## config.mk

```make
export PLATFORM = sky130hd
export DESIGN_NAME = pcrb_bank
export DESIGN_NICKNAME = d
export VERILOG_FILES = /design/src/verilog/pcrb_pkg.sv /design/src/verilog/pcrb_bank.sv
export VERILOG_INCLUDE_DIRS = /design/src /design/src/verilog
export SDC_FILE = /design/constraint.sdc
export NUM_CORES = 1
export LEC_CHECK = 0
export ABC_CLOCK_PERIOD_IN_PS = 2260
export BUFFER_PORTS_ARGS = -buffer_cell sky130_fd_sc_hd__buf_2
export CAP_MARGIN = 25
export CELL_PAD_IN_SITES_DETAIL_PLACEMENT = 1
export CELL_PAD_IN_SITES_GLOBAL_PLACEMENT = 2
export CORE_ASPECT_RATIO = 1.5
export CORE_UTILIZATION = 29
export CTS_CLUSTER_SIZE = 25
export DETAILED_ROUTE_END_ITERATION = 10
export GPL_ROUTABILITY_DRIVEN = 1
export HOLD_SLACK_MARGIN = 0.1
export PLACE_DENSITY_LB_ADDON = 0.05
export SYNTH_ARGS = -nofsm -noshare
export SYNTH_HDL_FRONTEND = slang
export SYNTH_SLANG_ARGS = --single-unit
```

## constraint.sdc

```tcl
create_clock -name clk -period 2.26 [get_ports clk]
set_clock_uncertainty 0.15 [all_clocks]
set_input_delay 0.339 -clock clk [delete_from_list [all_inputs] [get_ports clk]]
set_output_delay 0.339 -clock clk [all_outputs]
set_load 0.02 [all_outputs]
```

## src/verilog/pcrb_regs.svh

```systemverilog
// register offsets, field positions and reset values of the loop configuration bank
`ifndef PCRB_REGS_SVH
`define PCRB_REGS_SVH

// ----------------------------------------
// offsets
// ----------------------------------------
`define PCRB_OFS_CTRL 10'h000
`define PCRB_OFS_TAG_LO 10'h005
`define PCRB_OFS_TAG_HI 10'h006
`define PCRB_OFS_LOOP 10'h010
`define PCRB_OFS_RDIV_LO 10'h011
`define PCRB_OFS_RDIV_HI 10'h012

// ----------------------------------------
// field positions
// ----------------------------------------
`define PCRB_SOFT_RESET_BIT 5
`define PCRB_POL_BIT 7
`define PCRB_CUR_MSB 6
`define PCRB_CUR_LSB 4
`define PCRB_PMODE_MSB 3
`define PCRB_PMODE_LSB 2
`define PCRB_LMODE_MSB 1
`define PCRB_LMODE_LSB 0

// ----------------------------------------
// reset values
// ----------------------------------------
`define PCRB_RST_TAG 8'h00
`define PCRB_RST_LOOP 8'h7D
`define PCRB_RST_RDIV_LO 8'h01
`define PCRB_RST_RDIV_HI 6'h00

`endif

```

## src/verilog/pcrb_pkg.sv

```systemverilog
// types shared by the loop configuration bank
package pcrb_pkg;
   // loop operating modes
   typedef enum logic [1:0] {
      PCRB_LOOP_NORMAL = 2'h0,
      PCRB_LOOP_ASYNC_PD = 2'h1,
      PCRB_LOOP_UNUSED = 2'h2,
      PCRB_LOOP_SYNC_PD = 2'h3
   } pcrb_loop_mode_t;

   // charge pump modes
   typedef enum logic [1:0] {
      PCRB_PUMP_HIZ = 2'h0,
      PCRB_PUMP_SOURCE = 2'h1,
      PCRB_PUMP_SINK = 2'h2,
      PCRB_PUMP_NORMAL = 2'h3
   } pcrb_pump_mode_t;
endpackage

```

## src/verilog/pcrb_bank.sv

```systemverilog
// loop configuration register bank behind the serial control port
//
// What this block does
// tag low byte at 0x005, reset zero
// tag high byte at 0x006, reset zero
// tag bytes are storage only
// bit 7 selects detector polarity, positive default
// bits 6:4 pick pump current, default 111
// bits 3:2 pick pump mode, default normal
// bits 1:0 pick loop mode, default async
// divider low byte at 0x011, reset one
// divider upper six bits at 0x012
// soft reset restores defaults, bit self-clears
// software avoids loop mode code 10
`timescale 1ns/10ps

`include "pcrb_regs.svh"

module pcrb_bank (
   // clock and reset
   input wire logic clk,
   input wire logic resetn,
   // register access from the serial port decoder
   input wire logic wr_en,
   input wire logic rd_en,
   input wire logic [9:0] addr,
   input wire logic [7:0] wdata,
   output logic [7:0] rdata_ff,
   output logic rvalid_ff,
   // configuration towards the loop
   output logic [15:0] version_tag_ff,
   output logic detector_negative_ff,
   output logic [2:0] pump_current_ff,
   output pcrb_pkg::pcrb_pump_mode_t pump_mode_ff,
   output pcrb_pkg::pcrb_loop_mode_t loop_mode_ff,
   output logic loop_powered_down_ff,
   output logic [13:0] ref_divider_ff
);

   // ----------------------------------------
   // decode
   // ----------------------------------------
   logic soft_reset_ff;
   logic clr;
   // reset image of the loop control byte, sliced for the polarity and pump current fields
   localparam logic [7:0] loop_rst_val = `PCRB_RST_LOOP;

   // soft reset acts one cycle after its write, like a reset
   assign clr = !resetn || soft_reset_ff;

   function automatic logic hit(input logic [9:0] a, input logic [9:0] ofs);
      hit = (a == ofs);
   endfunction

   // ----------------------------------------
   // soft reset request
   // ----------------------------------------
   // self-clearing: held only for the cycle after the write
   always_ff @(posedge clk) begin
      if (!resetn) begin
         soft_reset_ff <= 1'b0;
      end else begin
         soft_reset_ff <= wr_en && hit(addr, `PCRB_OFS_CTRL)
                          && wdata[`PCRB_SOFT_RESET_BIT];
      end
   end

   // ----------------------------------------
   // version tag
   // ----------------------------------------
   // the tag drives nothing but its own readback
   always_ff @(posedge clk) begin
      if (clr) begin
         version_tag_ff <= {`PCRB_RST_TAG, `PCRB_RST_TAG};
      end else if (wr_en && hit(addr, `PCRB_OFS_TAG_LO)) begin
         version_tag_ff[7:0] <= wdata;
      end else if (wr_en && hit(addr, `PCRB_OFS_TAG_HI)) begin
         version_tag_ff[15:8] <= wdata;
      end
   end

   // ----------------------------------------
   // loop control
   // ----------------------------------------
   always_ff @(posedge clk) begin
      if (clr) begin
         detector_negative_ff <= loop_rst_val[`PCRB_POL_BIT];
         pump_current_ff <= loop_rst_val[`PCRB_CUR_MSB:`PCRB_CUR_LSB];
         pump_mode_ff <= pcrb_pkg::PCRB_PUMP_NORMAL;
         loop_mode_ff <= pcrb_pkg::PCRB_LOOP_ASYNC_PD;
      end else if (wr_en && hit(addr, `PCRB_OFS_LOOP)) begin
         detector_negative_ff <= wdata[`PCRB_POL_BIT];
         pump_current_ff <= wdata[`PCRB_CUR_MSB:`PCRB_CUR_LSB];
         pump_mode_ff <= pcrb_pkg::pcrb_pump_mode_t'(
            wdata[`PCRB_PMODE_MSB:`PCRB_PMODE_LSB]);
         loop_mode_ff <= pcrb_pkg::pcrb_loop_mode_t'(
            wdata[`PCRB_LMODE_MSB:`PCRB_LMODE_LSB]);
      end
   end

   // anything but normal keeps the loop down; unused code is treated as down
   always_ff @(posedge clk) begin
      if (clr) begin
         loop_powered_down_ff <= 1'b1;
      end else if (wr_en && hit(addr, `PCRB_OFS_LOOP)) begin
         loop_powered_down_ff <= (wdata[1:0] != 2'h0);
      end
   end

   // ----------------------------------------
   // reference divider
   // ----------------------------------------
   always_ff @(posedge clk) begin
      if (clr) begin
         ref_divider_ff <= {`PCRB_RST_RDIV_HI, `PCRB_RST_RDIV_LO};
      end else if (wr_en && hit(addr, `PCRB_OFS_RDIV_LO)) begin
         ref_divider_ff[7:0] <= wdata;
      end else if (wr_en && hit(addr, `PCRB_OFS_RDIV_HI)) begin
         ref_divider_ff[13:8] <= wdata[5:0];
      end
   end

   // ----------------------------------------
   // readback
   // ----------------------------------------
   // unmapped offsets read zero; soft reset bit always reads zero
   always_ff @(posedge clk) begin
      if (!resetn) begin
         rdata_ff <= 8'h00;
         rvalid_ff <= 1'b0;
      end else begin
         rvalid_ff <= rd_en;
         case (addr)
            `PCRB_OFS_TAG_LO: rdata_ff <= version_tag_ff[7:0];
            `PCRB_OFS_TAG_HI: rdata_ff <= version_tag_ff[15:8];
            `PCRB_OFS_LOOP: rdata_ff <= {detector_negative_ff, pump_current_ff,
                                         pump_mode_ff, loop_mode_ff};
            `PCRB_OFS_RDIV_LO: rdata_ff <= ref_divider_ff[7:0];
            `PCRB_OFS_RDIV_HI: rdata_ff <= {2'h0, ref_divider_ff[13:8]};
            default: rdata_ff <= 8'h00;
         endcase
      end
   end
endmodule

```

-- Word-level counts from Yosys, hierarchy flattened
Cells that the tools add are included.
- multiplexer cells: 1
- bitwise logic cells: 2
- eq/ne operators: 5
- reduce and logical (&&, ||, !) cells: 13
- operators with widths (kind ; number):
    8-bit case mux with 5 select lines ; 1
    10-bit by 5-bit equality test with 1-bit output, second input constant ; 3
    10-bit by 3-bit equality test with 1-bit output, second input constant ; 2
    10-bit zero test ; 1
    1-bit logical AND ; 7
    2-bit AND reduction ; 2
    1-bit inverter ; 2
    2-bit nonzero test ; 1
    1-bit zero test ; 1
    1-bit logical OR ; 1
- input port bits: 22
- register bits: 49
- logic and storage cells: 33
- output and inout port bits: 48

-- Depth between registers and ports, before layout
Gate-level depths: netlist (run 1).
- depth in word-level cells: 4
- gate-level depth with buffers: 5
- mapped depth without buffers: 4

-- Worst setup path after synthesis (run 1)
Ideal clock, no wire load.
- kind: input port to flip-flop
- start: input port addr[5]
- end: register loop_powered_down_ff
- data arrival time: 1674 ps
- stages: 5
- buffers on the path: 1
- setup time: 129 ps
- required time: 1981 ps
- setup slack: 307 ps
- cell sequence: or4b_4 or4_4 buf_6 nor3_2 o21ai_1
- cells in the longest elaborated chain, start to end: 2
- RTL lines (what ; line ; text):
    start: declaration ; pcrb_bank.sv:26 ; input wire logic [9:0] addr,
    10-bit by 5-bit equality test with 1-bit output ; pcrb_bank.sv:52 ; hit = (a == ofs);
    1-bit logical AND ; pcrb_bank.sv:105 ; end else if (wr_en && hit(addr, `PCRB_OFS_LOOP)) begin
    end signal: assignment ; pcrb_bank.sv:106 ; loop_powered_down_ff <= (wdata[1:0] != 2'h0);
    end: declaration ; pcrb_bank.sv:36 ; output logic loop_powered_down_ff,
Every way passes these cells.
A chain may end at the register's enable or synchronous reset.

-- Final worst setup path (run 1)
Ends and elaborated chain as after synthesis.

==> results of run 1 <==
==> worst register-to-register path, stage by stage, from the launching register on <==
cell     delay [ps]
dfxtp_1         320
nor2b_1         480
nand3_1         140
==> cell usage after synthesis, types with 2 or more instances <==
cell	number	area [um2]
a21oi_1	9	45.04
a22o_1	2	17.52
a22oi_1	13	97.59
a31oi_1	2	12.51
clkbuf_1	8	30.03
dfxtp_1	49	980.9
mux2i_1	30	300.3
nand2_1	17	63.81
nand3_1	16	80.08
nand4_1	4	25.02
nand4_2	3	37.54
nor2_1	32	120.1
nor2b_1	5	31.28
nor3_2	2	20.02
o22a_1	5	43.79
or2_2	2	12.51
==> power by group through the flow <==
stage | Sequential (mW) | Clock (mW) | Combinational [mW]
final | 0.864 | 0.540 | 0.102
after detailed placement | 0.884 | 0 | 0.102
after floorplan | 0.886 | 0 | 0.0392
after global routing | 0.865 | 0.591 | 0.112
after CTS | 0.864 | 0.565 | 0.103
after global placement | 0.884 | 0 | 0.101
==> cell families after synthesis <==
logic type | Yosys count | synth area share [%]
AO/OA/AOI/OAI | 35 | 11.82
buffers and inverters | 12 | 2.593
flip-flops | 49 | 47.29
multiplexers | 30 | 14.48
AND/OR/NAND/NOR | 92 | 23.82
==> final timing paths <==
path                                          from  depth (start not counted)              endpoint  slack, ps
worst max-delay path                       addr[5]                          5  loop_powered_down_ff        450
worst max register to register       soft_reset_ff                          2    pump_current_ff[2]       1030
worst min register to register  pump_current_ff[0]                          2           rdata_ff[4]        320
worst min-delay path                        resetn                          2             rvalid_ff        170
==> layer usage <==
metal | vias to the layer above | share of wire, % | wire [um] | track usage, %
met2 | 47 | 50 | 3220 | 30.70
met3 | 4 | 3.8 | 247 | 2.868
met1 | 941 | 46 | 2968 | 24.11
li1 | 936 | - | - | -
met5 | - | 0 | 0 | 0
met4 | 0 | 0.74 | 48 | 3.857
==> area by class of cell <==
cell class | count | area share, %
flip-flops and latches | 49 | 36.91
well taps | 78 | 3.672
multi-input cells | 157 | 39.12
inverters | 1 | 0.1412
clock buffers | 6 | 3.107
clock inverters | 1 | 0.2825
repair buffers | 82 | 16.76
==> flip-flops by register name, summed over array words and instances, names as in the netlist, 2 cells and up <==
signal           cells
version_tag_ff      16
loop_mode_ff         2
pump_current_ff      3
pump_mode_ff         2
ref_divider_ff      14
rdata_ff             8
==> timing repair <==
item | in CTS | in global routing
hold buffers | 1 | 0
hold endpoints to repair | 1 | 0
resized for setup | 0 | 0
setup buffers | 0 | 0
==> impl_metrics.py, run 1 <==
metrics = {
    "critical_path": {
        "crit_path_max_fanout": 9,
        "critPathSlowestCell": "or4_4",
        "crit_family": "simple AND/OR/NAND/NOR gates",
        "critPathKind": "primary input to flip-flop",
        "worst-path-buf-inv": 1,
        "cp_cell_sequence": "buf_2 > or4b_4 > or4_4 > nor3_2 > o21ai_1",
        "cpPeakStageDelay_ps": 610,
        "crit_required_ps": 2280,
        "endpoint_kind": "flip-flop",
        "critPathLaunchType": "primary input",
        "cp.arrival_ps": 1820,
    },
    "detailed_routing": {
        "ant_nets": 0,
        "dr.pass1.iters": 9,
        "drcViolationCount": 3,
        "drtIter0Drc": 89,
        "vias": 1928,
        "totalWireLength_mm": 6.484,
        "routedWlPerCell_um": 17.34,
        "viasPerCell": 5.155,
    },
    "power_and_ir_drop": {
        "switching_share_pct": 24.26,
        "leakagePower_nw": 1.339,
        "clockPowerShare_pct": 35.9,
        "power.share.sequential_pct": 57.4,
        "peakVddDrop_v": 0.0003022,
        "p_per_area_nw_per_um2": 566.6,
        "p_switching_uw": 365.3,
        "internal_power_mw": 1.141,
        "power_mw": 1.506,
        "p_comb_share_pct": 6.8,
    },
    "global_route": {
        "grt.overflow.total": 0,
        "antenna_found_initial": 0,
        "grt_max_degree": 32,
        "track_usage_pct": 18.11,
        "grt_pass1_vias": 1957,
        "grt_pass1_wl_mm": 10.47,
    },
    "job": {
        "max_cap_violations": 0,
    },
    "synthesis": {
        "synth-edff-count": 0,
        "syn_area_um2": 2074,
        "yosysSeqAreaShare_pct": 47.29,
        "synthesis.nets": 240,
        "yosys.cell_types.count": 35,
        "async_flop_share_pct": 0,
        "synth-seq-cells": 49,
        "synthesis.instances": 218,
        "ys.warnings.count": 0,
        "syn_avg_cell_area_um2": 9.516,
        "ys.flop_type": "dfxtp_1",
    },
    "timing": {
        "layout_min_cycle_time_ps": 1806,
        "setup_slack_ps": 453.6,
        "max_freq_ghz": 0.5536,
        "worstMarginPinSlew_ps": 607.2,
        "slew_viol_final": 0,
        "finalSetupTns_ps": 0,
        "post-route-period-util_pct": 79.93,
        "fin_hold_ws_ps": 165.8,
        "setup_violations": 0,
        "hold_violations": 0,
        "rsz0062_at_grt": "false",
        "slew_headroom_pct": 59.44,
    },
    "place": {
        "io_buffers": 69,
        "gp_congestion": 0.7362,
        "dp_hpwl_mm": 4.827,
        "placed_cells": 366,
        "post-place-ws_ps": 118.5,
        "place_area_um2": 2557,
    },
    "finish": {
        "final_util_pct": 38.53,
        "diodes": 0,
        "fillers": 837,
        "multi_input_area_um2": 1040,
        "regArea_um2": 980.9,
        "final_common_cell": "buf_2",
        "final_cell_mix": "buf_2 (69), dfxtp_1 (49), nor2_1 (32)",
        "fin_cells": 374,
        "area_growth_syn_to_layout_pct": 28.11,
        "drive_above_1_share_pct": 33.11,
        "final_nets": 318,
        "stdcell_area_um2": 2658,
    },
    "cts": {
        "htree_levels": 2,
        "clk_pin_slew_ps": 100,
        "cts_tree": "built",
        "clock-sinks": 49,
        "clock_latency_ps": 300,
        "clockBufferDepth": 2,
        "cts_buffers": 5,
        "cts-root-buf": "clkbuf_8",
    },
    "floorplanning": {
        "die_x_um": 71.06,
        "rows": 37,
        "dieArea_um2": 7502,
        "initial_core_util_pct": 30.07,
        "io_pins": 70,
        "die_h_um": 105.6,
        "core-area_um2": 6898,
    },
    "status": {
        "outcome": "finished, violations left",
        "violations": "DRC",
    },
    "worst_hold_path": {
        "min_path_type": "primary input to flip-flop",
    },
}
Note: power is estimated with default switching activity, not from simulation.
==> run 2: changes to the inputs <==
--- a/config.mk
+++ b/config.mk
@@ -6,13 +6,13 @@
 export SDC_FILE = /design/constraint.sdc
 export NUM_CORES = 1
 export LEC_CHECK = 0
-export ABC_CLOCK_PERIOD_IN_PS = 2260
+export ABC_CLOCK_PERIOD_IN_PS = 1480
 export BUFFER_PORTS_ARGS = -buffer_cell sky130_fd_sc_hd__buf_2
 export CAP_MARGIN = 25
 export CELL_PAD_IN_SITES_DETAIL_PLACEMENT = 1
 export CELL_PAD_IN_SITES_GLOBAL_PLACEMENT = 2
 export CORE_ASPECT_RATIO = 1.5
-export CORE_UTILIZATION = 29
+export CORE_UTILIZATION = 26
 export CTS_CLUSTER_SIZE = 25
 export DETAILED_ROUTE_END_ITERATION = 10
 export GPL_ROUTABILITY_DRIVEN = 1
==> constraint.sdc (replaced) <==
create_clock -name clk -period 1.48 [get_ports clk]
set_clock_uncertainty 0.15 [all_clocks]
set_input_delay 0.222 -clock clk [delete_from_list [all_inputs] [get_ports clk]]
set_output_delay 0.222 -clock clk [all_outputs]
set_load 0.02 [all_outputs]
==> impl_metrics.py, run 2 (synthesis results as in run 1) <==
metrics = {
    "finish": {
        "final_nets": 340,
        "reg.largest.list": "version_tag_ff x16, ref_divider_ff x14, rdata_ff x8",
        "drive_above_1_share_pct": 39.62,
        "final_cell_mix": "buf_2 (66), dfxtp_1 (49), nor2_1 (32)",
        "regMostFlops": "version_tag_ff",
        "diodes": 0,
        "final_common_cell": "buf_2",
        "stdcell_area_um2": 3074,
        "area_growth_syn_to_layout_pct": 48.19,
        "largest_register_ffs": 16,
    },
    "worst_hold_path": {
        "hold_depth": 3,
        "hold_end": "ref_divider_ff[12]",
        "hp-start": "wdata[4]",
        "min_path_type": "primary input to flip-flop",
    },
    "cts": {
        "htree_levels": 2,
        "clockBufferDepth": 2,
        "clock-sinks": 49,
        "cts-root-buf": "clkbuf_16",
        "cts_tree": "built",
        "clk_pin_slew_ps": 70,
        "cts_buffers": 5,
        "clock_latency_ps": 290,
    },
    "place": {
        "place_area_um2": 2785,
        "dp_hpwl_mm": 5.256,
        "gp_congestion": 0.8417,
        "io_buffers": 69,
    },
    "critical_path": {
        "cpPeakStageDelay_ps": 590,
        "critPathSlowestCell": "or4_4",
        "crit_required_ps": 1500,
        "timing.rr.end": "rdata_ff[3]",
        "cp.arrival_ps": 1670,
        "critPathKind": "primary input to flip-flop",
        "r2r_setup_slack_ps": 310,
        "endpoint_kind": "flip-flop",
        "critPathLaunchType": "primary input",
        "cp_cell_sequence": "buf_8 > or4b_4 > or4_4 > nor3_2 > o21ai_1",
        "crit_family": "simple AND/OR/NAND/NOR gates",
        "rr_worst_depth": 3,
        "r2r_start": "ref_divider_ff[3]",
        "worst-path-buf-inv": 1,
        "crit_path_max_fanout": 5,
    },
    "detailed_routing": {
        "routed.top_layer": "met4",
        "vias": 2032,
        "routedWlPerCell_um": 17.34,
        "totalWireLength_mm": 7.284,
        "ant_nets": 0,
        "drcViolationCount": 0,
        "dr_wl_met3_um": 275,
        "viasPerCell": 4.838,
        "dr.pass1.iters": 4,
        "wl_met2_mm": 3.770,
        "drtIter0Drc": 48,
        "wl_met1_mm": 3.086,
    },
    "floorplanning": {
        "io_pins": 70,
        "die_h_um": 111.4,
        "dieArea_um2": 8347,
        "core-area_um2": 7661,
        "initial_core_util_pct": 27.08,
        "die_x_um": 74.93,
        "rows": 39,
    },
    "global_route": {
        "grt_max_degree": 32,
        "antenna_found_initial": 0,
        "track_usage_pct": 18.82,
        "grt_pass1_wl_mm": 11.44,
        "grt_pass1_vias": 2098,
        "grt.overflow.total": 0,
    },
    "timing": {
        "fin_hold_ws_ps": 101.8,
        "setup_slack_ps": -167.2,
        "max_freq_ghz": 0.6071,
        "setup_violations": 11,
        "slew_viol_final": 0,
        "hold_violations": 0,
        "slew_headroom_pct": 81.45,
        "layout_min_cycle_time_ps": 1647,
        "finalSetupTns_ps": -1278,
        "rsz0062_at_grt": "true",
        "worstMarginPinSlew_ps": 277.7,
        "post-route-period-util_pct": 111.3,
    },
    "status": {
        "violations": "setup timing",
        "outcome": "finished, violations left",
    },
    "power_and_ir_drop": {
        "p_per_area_nw_per_um2": 863.2,
        "peakVddDrop_v": 0.0005703,
        "leakagePower_nw": 1.492,
        "power_mw": 2.654,
    },
    "job": {
        "max_cap_violations": 0,
    },
}
[run 2: changes by cell type in the layout (fill, tap and decap cells not counted), moves of 3 or more]
cell       change
buf_6         +11
buf_4          +8
clkbuf_8       -6
clkbuf_16      +5
buf_2          -3
nand4_2        -3
nand4_4        +3
[run 2: stage by stage]
stage	util [%]	instances	setup slack, ps
5_1_grt	40.13	420	-201.4
3_5_place_dp	36.35	405	-503.7
6_report	40.13	420	-167.2
3_3_place_gp	36.35	405	-489.0
4_1_cts	39.64	420	-160.6
2_1_floorplan	-	218	-355.8
[run 2: repair_timing]
item | 4_1_cts | 5_1_grt
gates resized for setup | 12 | 9
gates cloned | 1 | 0
setup endpoints to repair | 27 | 31
buffers inserted | 4 | 0
hold buffers | 3 | 0
endpoints found under the hold margin | 6 | 0
pin swaps | 8 | 6
[run 2: area by class of cell]
type / count / area (um2)
clock buffers: 6 / 128.9
clock inverters: 1 / 8.758
fillers: 915 / 4587
inverters: 1 / 3.754
multi-input cells: 158 / 1135
flip-flops and latches: 49 / 980.9
well taps: 102 / 127.6
repair buffers: 103 / 689.4
[run 2: worst max-delay path by stage]
stage | endpoint | slack (ps) | cells past startpoint | start
6_report | loop_powered_down_ff | -170 | 5 | addr[5]
5_1_grt | loop_powered_down_ff | -200 | 5 | addr[5]
4_1_cts | loop_powered_down_ff | -160 | 5 | addr[5]
3_5_place_dp | loop_powered_down_ff | -500 | 5 | addr[5]
3_3_place_gp | loop_powered_down_ff | -490 | 5 | addr[5]
2_1_floorplan | loop_powered_down_ff | -360 | 5 | addr[5]
[run 2: tightest hold or removal path, delay by kind of cell]
family	cells	cell delay (ps)
multiplexers	1	80
AND/OR/NAND/NOR	1	70
buffers and inverters	1	130
[run 2: power breakdown]
group,internal (mW),total [mW],switching (mW)
logic,0.0983,0.227,0.129
clock network,0.621,1.11,0.485
registers,1.32,1.32,0.000575
total,2.04,2.65,0.614
[run 2: routing by layer]
metal  vias up  global-route usage (%)
li1        984                       -
met1       986                   23.94
met2        52                   31.17
met3        10                   3.258
met4         0                   6.792
met5         -                       0
==> run 3: changes to the inputs <==
--- a/config.mk
+++ b/config.mk
@@ -6,18 +6,17 @@
 export SDC_FILE = /design/constraint.sdc
 export NUM_CORES = 1
 export LEC_CHECK = 0
+export ABC_AREA = 1
 export ABC_CLOCK_PERIOD_IN_PS = 1480
 export BUFFER_PORTS_ARGS = -buffer_cell sky130_fd_sc_hd__buf_2
 export CAP_MARGIN = 25
-export CELL_PAD_IN_SITES_DETAIL_PLACEMENT = 1
-export CELL_PAD_IN_SITES_GLOBAL_PLACEMENT = 2
 export CORE_ASPECT_RATIO = 1.5
-export CORE_UTILIZATION = 26
+export CORE_UTILIZATION = 40
 export CTS_CLUSTER_SIZE = 25
 export DETAILED_ROUTE_END_ITERATION = 10
 export GPL_ROUTABILITY_DRIVEN = 1
 export HOLD_SLACK_MARGIN = 0.1
-export PLACE_DENSITY_LB_ADDON = 0.05
+export PLACE_DENSITY_LB_ADDON = 0.08
 export SYNTH_ARGS = -nofsm -noshare
 export SYNTH_HDL_FRONTEND = slang
 export SYNTH_SLANG_ARGS = --single-unit
==> impl_metrics.py, run 3 <==
metrics = {
    "synthesis": {
        "ys.warnings.count": 0,
        "synthTopCellsByCount": "nand2_1 (73), nor2_1 (53), dfxtp_1 (49), nand3_1 (29), o21ai_0 (22)",
        "syn_avg_cell_area_um2": 7.274,
        "syn_area_um2": 2226,
        "netlist_top_cells_area": "dfxtp_1 (44%), nand2_1 (12%), nor2_1 (8.9%)",
        "yosys.cell_types.count": 26,
        "synthesis.instances": 306,
        "synthesis.nets": 328,
        "synth-seq-cells": 49,
        "yosysSeqAreaShare_pct": 44.07,
        "yosysTopAreaCellShare_pct": 44.07,
        "async_flop_share_pct": 0,
        "synth.most_common_cell": "nand2_1",
        "ys.flop_type": "dfxtp_1",
        "synth-edff-count": 0,
        "yosysTopAreaCell": "dfxtp_1",
    },
    "floorplanning": {
        "rows": 32,
        "initial_core_util_pct": 42.44,
        "die_x_um": 62.91,
        "core-area_um2": 5245,
        "dieArea_um2": 5873,
        "io_pins": 70,
        "die_h_um": 93.36,
    },
    "critical_path": {
        "critPathLaunchType": "primary input",
        "r2r_start": "soft_reset_ff",
        "critPathSlowestCell": "dlygate4sd3_1",
        "timing.rr.end": "loop_mode_ff[1]",
        "crit_family": "buffers and inverters",
        "critPathKind": "primary input to flip-flop",
        "crit_cells": 5,
        "r2r_setup_slack_ps": 160,
        "crit_path_max_fanout": 1,
        "path_common_cell": "dlygate4sd3_1",
        "cp.arrival_ps": 1480,
        "cp-startpoint": "rd_en",
        "rr_worst_depth": 3,
        "crit_path_end": "rvalid_ff",
        "endpoint_kind": "flip-flop",
        "cpPeakStageDelay_ps": 530,
        "worst-path-buf-inv": 4,
        "cp_cell_sequence": "dlygate4sd3_1 > buf_2 > nand2_1 > dlygate4sd3_1 > inv_1",
        "crit_required_ps": 1540,
    },
    "detailed_routing": {
        "routedWlPerCell_um": 14.13,
        "totalWireLength_mm": 6.766,
        "vias": 2349,
        "drcViolationCount": 0,
        "viasPerCell": 4.904,
        "dr.pass1.iters": 4,
        "drtIter0Drc": 77,
        "ant_nets": 0,
    },
    "worst_hold_path": {
        "min_path_type": "primary input to flip-flop",
    },
    "timing": {
        "layout_min_cycle_time_ps": 1423,
        "finalSetupTns_ps": 0,
        "post-route-period-util_pct": 96.12,
        "max_freq_ghz": 0.7030,
        "setup_violations": 0,
        "fin_hold_ws_ps": 117.3,
        "worstMarginPinSlew_ps": 374.8,
        "rsz0062_at_grt": "false",
        "slew_headroom_pct": 74.99,
        "slew_viol_final": 0,
        "hold_violations": 0,
    },
    "finish": {
        "regArea_um2": 980.9,
        "regMostFlops": "version_tag_ff",
        "area_growth_syn_to_layout_pct": 35.30,
        "drive_above_1_share_pct": 31.63,
        "largest_register_ffs": 16,
        "stdcell_area_um2": 3012,
        "final_cell_mix": "nand2_1 (73), buf_2 (69), nor2_1 (53)",
        "multi_input_area_um2": 1106,
        "reg.largest.list": "version_tag_ff x16, ref_divider_ff x14, rdata_ff x8",
        "fillers": 551,
        "diodes": 0,
        "final_common_cell": "nand2_1",
        "fin_cells": 479,
        "final_nets": 432,
    },
    "cts": {
        "cts_tree": "built",
        "cts-root-buf": "clkbuf_8",
        "clock-sinks": 49,
        "clock_latency_ps": 310,
        "clockBufferDepth": 2,
        "htree_levels": 2,
        "post-cts-setup-buffers": 0,
        "clk_pin_slew_ps": 90,
        "cts-resized-gates": 0,
        "cts_buffers": 5,
    },
    "power_and_ir_drop": {
        "leakagePower_nw": 1.465,
        "power_mw": 2.331,
        "p_per_area_nw_per_um2": 773.9,
        "peakVddDrop_v": 0.0005027,
    },
    "place": {
        "place_area_um2": 2821,
        "io_buffers": 69,
        "dp_hpwl_mm": 5.199,
        "placed_cells": 461,
        "gp_congestion": 0.9240,
    },
    "job": {
        "max_cap_violations": 0,
    },
    "status": {
        "outcome": "finished clean",
    },
    "global_route": {
        "track_usage_pct": 24.41,
        "grt_pass1_vias": 2266,
        "grt_pass1_wl_mm": 10.90,
        "antenna_found_initial": 0,
        "grt.overflow.total": 0,
        "grt_max_degree": 17,
    },
}
[run 3: cell count changes after synthesis, moves of 7 or more]
cell / before / now
a22oi_1: 13 / 0
inv_1: 1 / 21
mux2i_1: 30 / 0
nand2_1: 17 / 73
nand3_1: 16 / 29
nor2_1: 32 / 53
nor2_4: 0 / 7
o21ai_0: 0 / 22
[run 3: worst min-delay path, stage by stage]
cell	delay, ps
buf_2	170
nand2_1	90
a21oi_1	50
[run 3: layout make-up]
type                    count  area share, %
clock inverters             3         0.7063
inverters                  26          3.282
repair buffers            103          21.60
well taps                  68          2.825
clock buffers               5          2.285
multi-input cells         225          36.73
flip-flops and latches     49          32.57
[run 3: logic make-up (layout without fill, tap and decap cells)]
kind of cell	count (synthesis)	after routing	share of synthesized area, %
buffers and inverters	32	137	6.239
AO/OA/AOI/OAI	43	43	10.57
AND/OR/NAND/NOR	182	182	39.12
flip-flops	49	49	44.07
[run 3: per-layer routing]
metal	GRT usage, %	part of all wire, %
met3	3.902	4.1
met4	8.915	2.2
met2	46.24	55
met5	0	0
met1	26.69	39
[run 3: worst min path at each step]
stage | slack [ps] | cells past startpoint | to | from
6_report | 120 | 3 | ref_divider_ff[13] | wdata[5]
5_1_grt | 130 | 3 | ref_divider_ff[13] | wdata[5]
4_1_cts | 110 | 3 | ref_divider_ff[13] | wdata[5]
3_5_place_dp | 270 | 3 | rvalid_ff | rd_en
3_3_place_gp | 260 | 3 | rvalid_ff | rd_en
2_1_floorplan | 170 | 2 | rvalid_ff | resetn
[run 3: power breakdown]
part	leakage, nW	switching (mW)	internal (mW)
Sequential	0.395	0.000743	1.32
Clock	0.0445	0.483	0.336
Combinational	1.03	0.116	0.0754
Total	1.46	0.599	1.73
[run 3: repair_timing]
action                     CTS  global route
hold buffers                10             0
setup endpoints to repair    0             0
hold endpoints to repair    24             0
[run 3: metrics by stage]
step,worst slack (ps),utilization (%)
2_1_floorplan,137.0,-
3_3_place_gp,-111.6,53.79
3_5_place_dp,-110.9,53.79
4_1_cts,57.92,57.42
5_1_grt,22.50,57.42
6_report,57.46,57.42
